[src/core/insulation_regs_defines.vh]
// Constants for the insulation monitor Modbus register bank
// Overview of operation
// - Decode frame address; listed register number is frame address plus one.
// - Version word one: major revision high byte, minor revision low byte.
// - Version word two holds the whole quality revision number.
// - Product status word high byte carries the current error code.
// - Status low byte: 0x00 normal through 0x07 overvoltage state codes.
// - Resistance float reads NaN while injection inhibited or self-test runs.
// - Capacitance float reads NaN while injection inhibited or self-test runs.
// - Ground voltage float reads NaN while injection inhibited or self-test runs.
// - Injection status reads 0 when active, 1 when deactivated.
// - Qualifiers: 0 equal, 1 under, 2 over, 3 strictly below, 4 strictly above.
// - Function 0x03 and 0x04 read the same map with identical contents.
`ifndef INSULATION_REGS_DEFINES_VH
`define INSULATION_REGS_DEFINES_VH

// Frame addresses (register number minus one)
`define ADDR_PRODUCT_ID      16'h0064
`define ADDR_FW_VERSION_HI   16'h0066
`define ADDR_FW_VERSION_LO   16'h0067
`define ADDR_DATE_TIME_0     16'h0069
`define ADDR_DATE_TIME_3     16'h006c
`define ADDR_PRODUCT_STATE   16'h006d
`define ADDR_RESISTANCE_HI   16'h03e8
`define ADDR_RESISTANCE_LO   16'h03e9
`define ADDR_CAPACITANCE_HI  16'h03ea
`define ADDR_CAPACITANCE_LO  16'h03eb
`define ADDR_INJECTION_STATE 16'h03f0
`define ADDR_GROUND_V_HI     16'h03f1
`define ADDR_GROUND_V_LO     16'h03f2
`define ADDR_R_QUALIFIER     16'h03f3
`define ADDR_C_QUALIFIER     16'h03f4

// Function codes
`define FUNC_READ_HOLDING    8'h03
`define FUNC_READ_INPUT      8'h04
`define FUNC_WRITE_SINGLE    8'h06
`define FUNC_WRITE_MULTIPLE  8'h10

// Exception codes
`define EXC_ILLEGAL_FUNCTION 8'h01
`define EXC_ILLEGAL_ADDRESS  8'h02

// Product status low-byte codes
`define STATE_NORMAL         8'h00
`define STATE_SELF_TEST      8'h01
`define STATE_INSUL_FAULT    8'h02
`define STATE_INJ_DISCONN    8'h03
`define STATE_CAP_OVER       8'h04
`define STATE_INOPERATIVE    8'h05
`define STATE_INJ_DISABLED   8'h06
`define STATE_OVERVOLTAGE    8'h07

// Injection status values
`define INJ_ACTIVE           16'h0000
`define INJ_DEACTIVATED      16'h0001

// Qualifier codes
`define QUAL_EQUAL           3'h0
`define QUAL_UNDER           3'h1
`define QUAL_OVER            3'h2
`define QUAL_STRICTLY_BELOW  3'h3
`define QUAL_STRICTLY_ABOVE  3'h4

// Float quiet NaN returned for invalid readings
`define FLOAT_NAN            32'hffc00000

// Arbitrary neutral product identifier
`define PRODUCT_ID_DEFAULT   16'h0a5a

`endif

[src/core/date_time_mem.v]
// Four-word date/time store with registered read data
`timescale 1ns/1ps
module date_time_mem (
  input  wire        sys_clk,
  input  wire        srst,
  input  wire        wr_en,
  input  wire [1:0]  wr_idx,
  input  wire [15:0] wr_data,
  input  wire [1:0]  rd_idx,
  output reg  [15:0] rd_data_ff
);

  reg [15:0] word_ff [0:3];
  integer    i;

  always @(posedge sys_clk) begin
    if (srst) begin
      for (i = 0; i < 4; i = i + 1) begin
        word_ff[i] <= 16'h0000;
      end
      rd_data_ff <= 16'h0000;
    end else begin
      if (wr_en) begin
        word_ff[wr_idx] <= wr_data;
      end
      // Old data on a same-cycle read of the written word
      rd_data_ff <= word_ff[rd_idx];
    end
  end

endmodule

[src/core/insulation_monitor_modbus_regs.v]
// Modbus-facing register bank of the insulation monitor
`timescale 1ns/1ps
`include "insulation_regs_defines.vh"
module insulation_monitor_modbus_regs (
  input  wire        sys_clk,
  input  wire        srst,
  // One register access per request, from the frame parser
  input  wire        req_valid,
  input  wire [7:0]  req_func,
  input  wire [15:0] req_addr,
  input  wire [15:0] req_wdata,
  output reg         rsp_valid_ff,
  output reg  [15:0] rsp_rdata_ff,
  output reg         rsp_exception_ff,
  output reg  [7:0]  rsp_exc_code_ff,
  // Device state from the measurement side
  input  wire [7:0]  fw_major,
  input  wire [7:0]  fw_minor,
  input  wire [15:0] fw_quality,
  input  wire [7:0]  error_code,
  input  wire [2:0]  fault_state,
  input  wire        self_test,
  input  wire        injection_inhibited,
  input  wire [31:0] resistance_ohm,
  input  wire [31:0] capacitance_f,
  input  wire [31:0] ground_voltage_v,
  input  wire [2:0]  r_qualifier,
  input  wire [2:0]  c_qualifier
);

  localparam [15:0] DT_BASE  = `ADDR_DATE_TIME_0;
  localparam [31:0] NAN_WORD = `FLOAT_NAN;

  wire        is_write;
  wire        in_date_time;
  wire        known_addr;
  wire        invalid_meas;
  wire [1:0]  dt_idx;
  wire [15:0] dt_rdata;
  // One hit per read-only word, kept apart so the refusal path is easy to audit
  wire        hit_product_id;
  wire        hit_fw_hi;
  wire        hit_fw_lo;
  wire        hit_product_state;
  wire        hit_res_hi;
  wire        hit_res_lo;
  wire        hit_cap_hi;
  wire        hit_cap_lo;
  wire        hit_injection;
  wire        hit_gv_hi;
  wire        hit_gv_lo;
  wire        hit_r_qual;
  wire        hit_c_qual;
  wire        ro_hit;

  reg         st_valid_ff;
  reg [15:0]  st_addr_ff;
  reg         st_exc_ff;
  reg [7:0]   st_exc_code_ff;
  reg [15:0]  nxt_rdata;
  reg [7:0]   state_code;
  reg [7:0]   nxt_exc_code;
  reg         nxt_exc;

  // Frame address is decoded directly, never the listed number
  assign is_write = (req_func == `FUNC_WRITE_SINGLE) || (req_func == `FUNC_WRITE_MULTIPLE);

  assign in_date_time = (req_addr >= `ADDR_DATE_TIME_0) && (req_addr <= `ADDR_DATE_TIME_3);
  // Base sits at an odd address, so low bits minus one give words 0 to 3
  assign dt_idx       = req_addr[1:0] - DT_BASE[1:0];

  assign hit_product_id    = (req_addr == `ADDR_PRODUCT_ID);
  assign hit_fw_hi         = (req_addr == `ADDR_FW_VERSION_HI);
  assign hit_fw_lo         = (req_addr == `ADDR_FW_VERSION_LO);
  assign hit_product_state = (req_addr == `ADDR_PRODUCT_STATE);
  assign hit_res_hi        = (req_addr == `ADDR_RESISTANCE_HI);
  assign hit_res_lo        = (req_addr == `ADDR_RESISTANCE_LO);
  assign hit_cap_hi        = (req_addr == `ADDR_CAPACITANCE_HI);
  assign hit_cap_lo        = (req_addr == `ADDR_CAPACITANCE_LO);
  assign hit_injection     = (req_addr == `ADDR_INJECTION_STATE);
  assign hit_gv_hi         = (req_addr == `ADDR_GROUND_V_HI);
  assign hit_gv_lo         = (req_addr == `ADDR_GROUND_V_LO);
  assign hit_r_qual        = (req_addr == `ADDR_R_QUALIFIER);
  assign hit_c_qual        = (req_addr == `ADDR_C_QUALIFIER);

  assign ro_hit = hit_product_id | hit_fw_hi | hit_fw_lo | hit_product_state |
                  hit_res_hi | hit_res_lo | hit_cap_hi | hit_cap_lo |
                  hit_injection | hit_gv_hi | hit_gv_lo |
                  hit_r_qual | hit_c_qual;

  assign known_addr = in_date_time || ro_hit;

  // Only the date/time words take a write; the rest stay untouched
  date_time_mem u_date_time (
    .sys_clk    (sys_clk),
    .srst       (srst),
    .wr_en      (req_valid && is_write && in_date_time),
    .wr_idx     (dt_idx),
    .wr_data    (req_wdata),
    .rd_idx     (dt_idx),
    .rd_data_ff (dt_rdata)
  );

  // Both read functions share one decode and one map
  always @* begin
    nxt_exc      = 1'b0;
    nxt_exc_code = 8'h00;
    case (req_func)
      `FUNC_READ_HOLDING, `FUNC_READ_INPUT: begin
        if (!known_addr) begin
          nxt_exc      = 1'b1;
          nxt_exc_code = `EXC_ILLEGAL_ADDRESS;
        end
      end
      `FUNC_WRITE_SINGLE, `FUNC_WRITE_MULTIPLE: begin
        // Read-only and unmapped words are refused alike
        if (!in_date_time) begin
          nxt_exc      = 1'b1;
          nxt_exc_code = `EXC_ILLEGAL_ADDRESS;
        end
      end
      default: begin
        nxt_exc      = 1'b1;
        nxt_exc_code = `EXC_ILLEGAL_FUNCTION;
      end
    endcase
  end

  // Stage one: capture request while the date/time word is fetched
  always @(posedge sys_clk) begin
    if (srst) begin
      st_valid_ff    <= 1'b0;
      st_addr_ff     <= 16'h0000;
      st_exc_ff      <= 1'b0;
      st_exc_code_ff <= 8'h00;
    end else begin
      st_valid_ff    <= req_valid;
      st_addr_ff     <= req_addr;
      st_exc_ff      <= nxt_exc;
      st_exc_code_ff <= nxt_exc_code;
    end
  end

  // Self-test and inhibition outrank the reported fault code
  always @* begin
    if (self_test) begin
      state_code = `STATE_SELF_TEST;
    end else if (injection_inhibited) begin
      state_code = `STATE_INJ_DISABLED;
    end else begin
      state_code = {5'h00, fault_state};
    end
  end

  assign invalid_meas = injection_inhibited || self_test;

  // Stage two: live values are sampled here, so reads see the latest state
  always @* begin
    case (st_addr_ff)
      `ADDR_PRODUCT_ID: begin
        nxt_rdata = `PRODUCT_ID_DEFAULT;
      end
      `ADDR_FW_VERSION_HI: begin
        nxt_rdata = {fw_major, fw_minor};
      end
      `ADDR_FW_VERSION_LO: begin
        nxt_rdata = fw_quality;
      end
      `ADDR_PRODUCT_STATE: begin
        nxt_rdata = {error_code, state_code};
      end
      // A split NaN read still rebuilds the full pattern from both halves
      `ADDR_RESISTANCE_HI: begin
        nxt_rdata = invalid_meas ? NAN_WORD[31:16] : resistance_ohm[31:16];
      end
      `ADDR_RESISTANCE_LO: begin
        nxt_rdata = invalid_meas ? NAN_WORD[15:0] : resistance_ohm[15:0];
      end
      `ADDR_CAPACITANCE_HI: begin
        nxt_rdata = invalid_meas ? NAN_WORD[31:16] : capacitance_f[31:16];
      end
      `ADDR_CAPACITANCE_LO: begin
        nxt_rdata = invalid_meas ? NAN_WORD[15:0] : capacitance_f[15:0];
      end
      `ADDR_INJECTION_STATE: begin
        nxt_rdata = injection_inhibited ? `INJ_DEACTIVATED : `INJ_ACTIVE;
      end
      `ADDR_GROUND_V_HI: begin
        nxt_rdata = invalid_meas ? NAN_WORD[31:16] : ground_voltage_v[31:16];
      end
      `ADDR_GROUND_V_LO: begin
        nxt_rdata = invalid_meas ? NAN_WORD[15:0] : ground_voltage_v[15:0];
      end
      `ADDR_R_QUALIFIER: begin
        nxt_rdata = {13'h0000, r_qualifier};
      end
      `ADDR_C_QUALIFIER: begin
        nxt_rdata = {13'h0000, c_qualifier};
      end
      // Only date/time words arrive here without an exception
      default: begin
        nxt_rdata = dt_rdata;
      end
    endcase
  end

  always @(posedge sys_clk) begin
    if (srst) begin
      rsp_valid_ff     <= 1'b0;
      rsp_rdata_ff     <= 16'h0000;
      rsp_exception_ff <= 1'b0;
      rsp_exc_code_ff  <= 8'h00;
    end else begin
      rsp_valid_ff     <= st_valid_ff;
      // Exceptions return zero data so nothing leaks from a refused access
      rsp_rdata_ff     <= st_exc_ff ? 16'h0000 : nxt_rdata;
      rsp_exception_ff <= st_valid_ff && st_exc_ff;
      rsp_exc_code_ff  <= st_valid_ff ? st_exc_code_ff : 8'h00;
    end
  end

endmodule

[config.mk]
export PLATFORM = sky130hd
export DESIGN_NAME = insulation_monitor_modbus_regs
export DESIGN_NICKNAME = d
export VERILOG_FILES = /design/src/core/date_time_mem.v /design/src/core/insulation_monitor_modbus_regs.v
export VERILOG_INCLUDE_DIRS = /design/src /design/src/core
export SDC_FILE = /design/constraint.sdc
export NUM_CORES = 1
export LEC_CHECK = 0
export ABC_AREA = 0
export BUFFER_PORTS_ARGS = -buffer_cell sky130_fd_sc_hd__buf_4
export CORE_MARGIN = 2
export CORE_UTILIZATION = 45
export DETAILED_ROUTE_END_ITERATION = 7
export PLACE_DENSITY = 0.79
export SLEW_MARGIN = 25
export SYNTH_ARGS = -nofsm -noshare
export SYNTH_HDL_FRONTEND = slang
export SYNTH_SLANG_ARGS = --single-unit
[constraint.sdc]
create_clock -name sys_clk -period 4.8 [get_ports sys_clk]
set_clock_uncertainty 0.05 [all_clocks]
set_input_delay 0.24 -clock sys_clk [delete_from_list [all_inputs] [get_ports sys_clk]]
set_output_delay 0.24 -clock sys_clk [all_outputs]
set_load 0.005 [all_outputs]
### Word level (Yosys, flattened, before mapping)

Memories as Yosys holds them, arrays and structs flattened. A register that Yosys moved wholly into a read port is not among the register bits.
Index checks and enable logic that the tools add are counted.

* multiply operators: 0
* order comparisons: 2
* reduce and logical (&&, ||, !) cells: 12
* equality and inequality tests: 30
* multiplexer cells: 24
* divide/modulo/power cells: 0
* bitwise operators: 13
* $add $sub $neg: 1
* shift operators: 0

Operators by type and width (number)
* $eq A16 B10 Y1 const B: 18
* $pmux W16 S13: 1
* $eq A16 B7 Y1 const B: 8
* $mux W16: 7
* $eq A8 B3 Y1 const B: 2
* $ge A16 B7 Y1 const B: 1
* $le A16 B7 Y1 const B: 1
* $pmux W8 S2: 1
* $reduce_or A16 Y1: 1
* $or A1 B1 Y1: 12
* $mux W1: 9
* $eq A8 B2 Y1 const B: 1
* $eq A8 B5 Y1 const B: 1
* $reduce_or A2 Y1: 4
* $mux W2: 3
* $mux W3: 2
* $logic_and A1 B1 Y1: 4
* $logic_or A1 B1 Y1: 3
* $pmux W1 S2: 1
* $sub A2 B1 Y2 const B: 1
* $not A1 Y1: 1

* register bits: 52
* RAM bits: 64
* bits in read-only memories: 0
* latch bits: 0
* memories kept: 1
* logic and storage cells: 91
* output and inout port bits: 26
* input bits: 190

Memory list
* u_date_time.word_ff: words 4, width 16, rd ports 1, clocked after memory_dff 1, wr ports 4, RTL line date_time_mem.v:13 `reg [15:0] word_ff [0:3];`

### Logic depth before layout (Yosys ltp)

* depth after elaboration: 16
* gate-level depth with buffers: 12
* mapped depth without buffers: 8

### Cells and area by module

Synthesis repeated with hierarchy kept, for this count alone.

* cells, all modules: 606
* area, all modules: 6447.4 sq um

By module, submodules not included
* date_time_mem: sequential area each 2242.2 sq um, area each 3275.6 sq um, instances 1, cells an instance 216
* insulation_monitor_modbus_regs: sequential area each 800.8 sq um, area each 3171.8 sq um, instances 1, cells an instance 390

### Worst setup path before layout

No wires, ideal clock.

* path type: input -> register
* start: in req_addr[0]
* end: mem u_date_time.word_ff[1][0] (enable)
* arrival time: 3.229 ns
* cell stages on the path: 7
* setup slack: 1.110 ns
* required time: 4.339 ns
* setup time: 0.411 ns
* path through: clkbuf_1 -> inv_1 -> ha_1 -> clkbuf_1 -> clkbuf_1 -> nand2_1 -> o21ai_0

RTL lines
* start, declared: RTL line insulation_monitor_modbus_regs.v:10 `input wire [15:0] req_addr,`
* end, declared: RTL line date_time_mem.v:13

==> results.yml <==
finish:
  area_delta_synth_final_pct: 34.6
  fin_area_mm2: 0.00875
  most-common-layout-cells: "218 x buf_4, 83 x and2_1, 64 x edfxtp_1, 56 x dfxtp_1, 35 x a21oi_1"
  nFillCells: 1143
  num_antenna_cells: 0
  nets: 999
  layout-drive-gt1-share: 0.363
  layout_commonest_cell: "buf_4"
sta:
  worst_pin_slew_ns: 0.914
  maxSlewHeadroom: 0.389
  fin_ws_ns: 1.33
  finalMaxSlewViolations: 0
  hold_violations: 0
  max_freq_ghz: 0.288
  setup_viol_count_final: 0
  finalCriticalPeriod_ns: 3.47
  min_period_over_period: 0.724
  rsz0062_at_grt: "no"
  timing.setup.tns_ns: 0
cts:
  cts_buffers: 17
  cts_buffer_depth: 2
  clk_pin_slew_ns: 0.05
  clockRootBuffer: "clkbuf_16"
  cts_tree: "yes"
  htree_levels: 4
  clock_latency_ns: 0.41
  cts.sinks: 120
pwr:
  power_density_mw_per_mm2: 308
  ir_drop_mv: 0.285
  p_leak_nw: 3.52
  combPwrFrac: 0.130
  p_clk_frac: 0.439
  power_frac_seq: 0.431
  power_switching_mw: 0.618
  p_sw_frac: 0.229
  intPower_mw: 2.08
placement:
  hpwlAfterDp_um: 17000
  postPlaceCellArea_mm2: 0.00815
  port_buffers: 209
  post-place-ws_ns: 1.14
  place_congestion: 0.971
setup_path:
  slowest_stage: "nor3b_4"
  cp.required_ns: 4.81
  r2r_setup_slack_ns: 1.84
  cp_top_family: "simple AND/OR/NAND/NOR gates"
  end_kind: "register"
  worstSetupPathType: "in -> reg"
  crit_buf_inv: 2
  worstPathMaxFanout: 19
  cp_data_arrival_time_ns: 3.49
  path_cells: "dlygate4sd3_1 > buf_4 > nor4_1 > nand4_1 > nor3_1 > and3_1 > nor3b_4 > or2_2"
  critPathMaxStageDelay_ns: 0.60
  startpoint_type: "input port"
global_routing:
  grt_max_degree: 36
  grt_usage: 0.281
  antenna_found_initial: 0
  grt_pass1_vias: 5964
  grt-ovfl-total: 0
  grt_pass1_wl_um: 33500
die:
  die_x_um: 124
  die-area_mm2: 0.0154
  start_util: 0.465
  placementRows: 43
  coreArea_mm2: 0.0140
  io-pin-count: 216
  chipHeight_um: 124
detailed_routing:
  dr.pass1.iters: 5
  dr_total_vias: 5851
  avgViaCountPerCell: 5.86
  drtIter0Drc: 554
  antenna_left: 0
  routed_wl_um: 21800
  wl_per_cell_um: 21.9
  drc: 0
run_status:
  status: "completed"
job:
  cap_viol_max_count: 0
logic_synthesis:
  synth_seq_cells: 120
  yosysUniqueCellTypes: 66
  synth_area_per_cell_um2: 10.7
  async_flop_share: 0
  synth_edf_count: 64
  ys.flop_type: "edfxtp_1"
  syn_area_mm2: 0.00651
  ys.warnings.count: 0
  synthCells: 607
  synth_seq_area_share: 0.468
min_path:
  hold_path.class: "in -> reg"
==> area by class of cell <==
cell class / instances / area (um2) / area share
Multi-Input combinational cell: 439 / 3230 / 0.369
Sequential cell: 120 / 3040 / 0.348
Timing Repair Buffer: 221 / 1670 / 0.190
Clock buffer: 20 / 472 / 0.0539
Tap cell: 180 / 225 / 0.0257
Clock inverter: 12 / 96.3 / 0.0110
Inverter: 6 / 22.5 / 0.00257
==> stage by stage <==
| step | power [mW] | std cells | hold WS (ns) | util |
|---|---|---|---|---|
| floorplan | 1.33 | 612 | 0.262 | - |
| global placement | 1.52 | 962 | 0.372 | 0.583 |
| detailed placement | 1.53 | 962 | 0.379 | 0.583 |
| CTS | 2.72 | 997 | 0.000618 | 0.625 |
| global route | 2.79 | 998 | 0.0117 | 0.626 |
| finish | 2.70 | 998 | 0.0214 | 0.626 |
==> worst paths after layout <==
kind                                 from                                        to  cells past startpoint
max                          req_addr[14]  u_date_time.word_ff[2][15]$_SDFFCE_PN0P_                      8
min                          req_addr[11]                 st_addr_ff[11]$_SDFF_PP0_                      2
max reg2reg      st_addr_ff[0]$_SDFF_PP0_                rsp_rdata_ff[2]$_SDFF_PP0_                      7
min reg2reg  st_exc_code_ff[0]$_SDFF_PP0_             rsp_exc_code_ff[0]$_SDFF_PP0_                      1
==> timing repair <==
| item | 4_1_cts | 5_1_grt |
|---|---|---|
| hold endpoints to repair | 3 | 0 |
| setup buffers | 0 | 0 |
| hold buffers | 3 | 0 |
| endpoints found under the setup margin | 0 | 0 |
| resized for setup | 0 | 0 |
==> synthesized netlist by cell type, types with 7 or more instances <==
master,number,area [um2]
mux4_2,19,428
a32o_1,7,70.1
clkbuf_1,24,90.1
edfxtp_1,64,1920
a32oi_1,8,70.1
nor4_1,11,68.8
nand2_1,17,63.8
and2_1,83,519
a21oi_1,35,175
nor2b_1,20,125
mux2_2,11,124
mux2i_1,15,150
nand4_1,10,62.6
o21a_1,7,52.6
a22o_1,9,78.8
buf_4,11,82.6
and3_1,8,50.1
nor3_1,18,90.1
nor2_1,28,105
o21ai_0,18,90.1
nand3_1,23,115
dfxtp_1,56,1120
==> registers in the layout, indices dropped and copies added, names as in the netlist <==
register                count
u_date_time.rd_data_ff     16
rsp_valid_ff                1
u_date_time.word_ff        64
rsp_exception_ff            1
rsp_rdata_ff               16
st_exc_ff                   1
st_addr_ff                 16
st_exc_code_ff              2
rsp_exc_code_ff             2
st_valid_ff                 1
==> layer usage <==
| metal | wire length [um] | part of all wire | up-vias | track usage |
|---|---|---|---|---|
| met3 | 1600 | 0.073 | 48 | 0.0693 |
| met2 | 11100 | 0.51 | 308 | 0.493 |
| met5 | 0 | 0 | - | 0 |
| met1 | 8160 | 0.37 | 2807 | 0.321 |
| li1 | - | - | 2688 | - |
| met4 | 911 | 0.042 | 0 | 0.130 |
==> kinds of logic (layout without fill, tap and decap cells) <==
| group | Yosys count | count (layout) | share of synthesized area |
|---|---|---|---|
| adder cells (fa/ha/maj) | 4 | 4 | 0.00769 |
| multiplexers | 45 | 45 | 0.108 |
| AND/OR/NAND/NOR | 260 | 260 | 0.245 |
| flip-flops | 120 | 120 | 0.468 |
| buffers and inverters | 53 | 259 | 0.0396 |
| other | 1 | 6 | 0.000576 |
| AO/OA/AOI/OAI | 124 | 124 | 0.132 |
==> power by group through the flow <==
stage / Combinational (mW) / Clock, mW / Sequential (mW)
CTS: 0.349 / 1.21 / 1.16
detailed placement: 0.346 / 0 / 1.18
finish: 0.351 / 1.19 / 1.16
global route: 0.375 / 1.25 / 1.17
global placement: 0.341 / 0 / 1.18
floorplan: 0.162 / 0 / 1.17
Power figures use the tool's default switching activity.
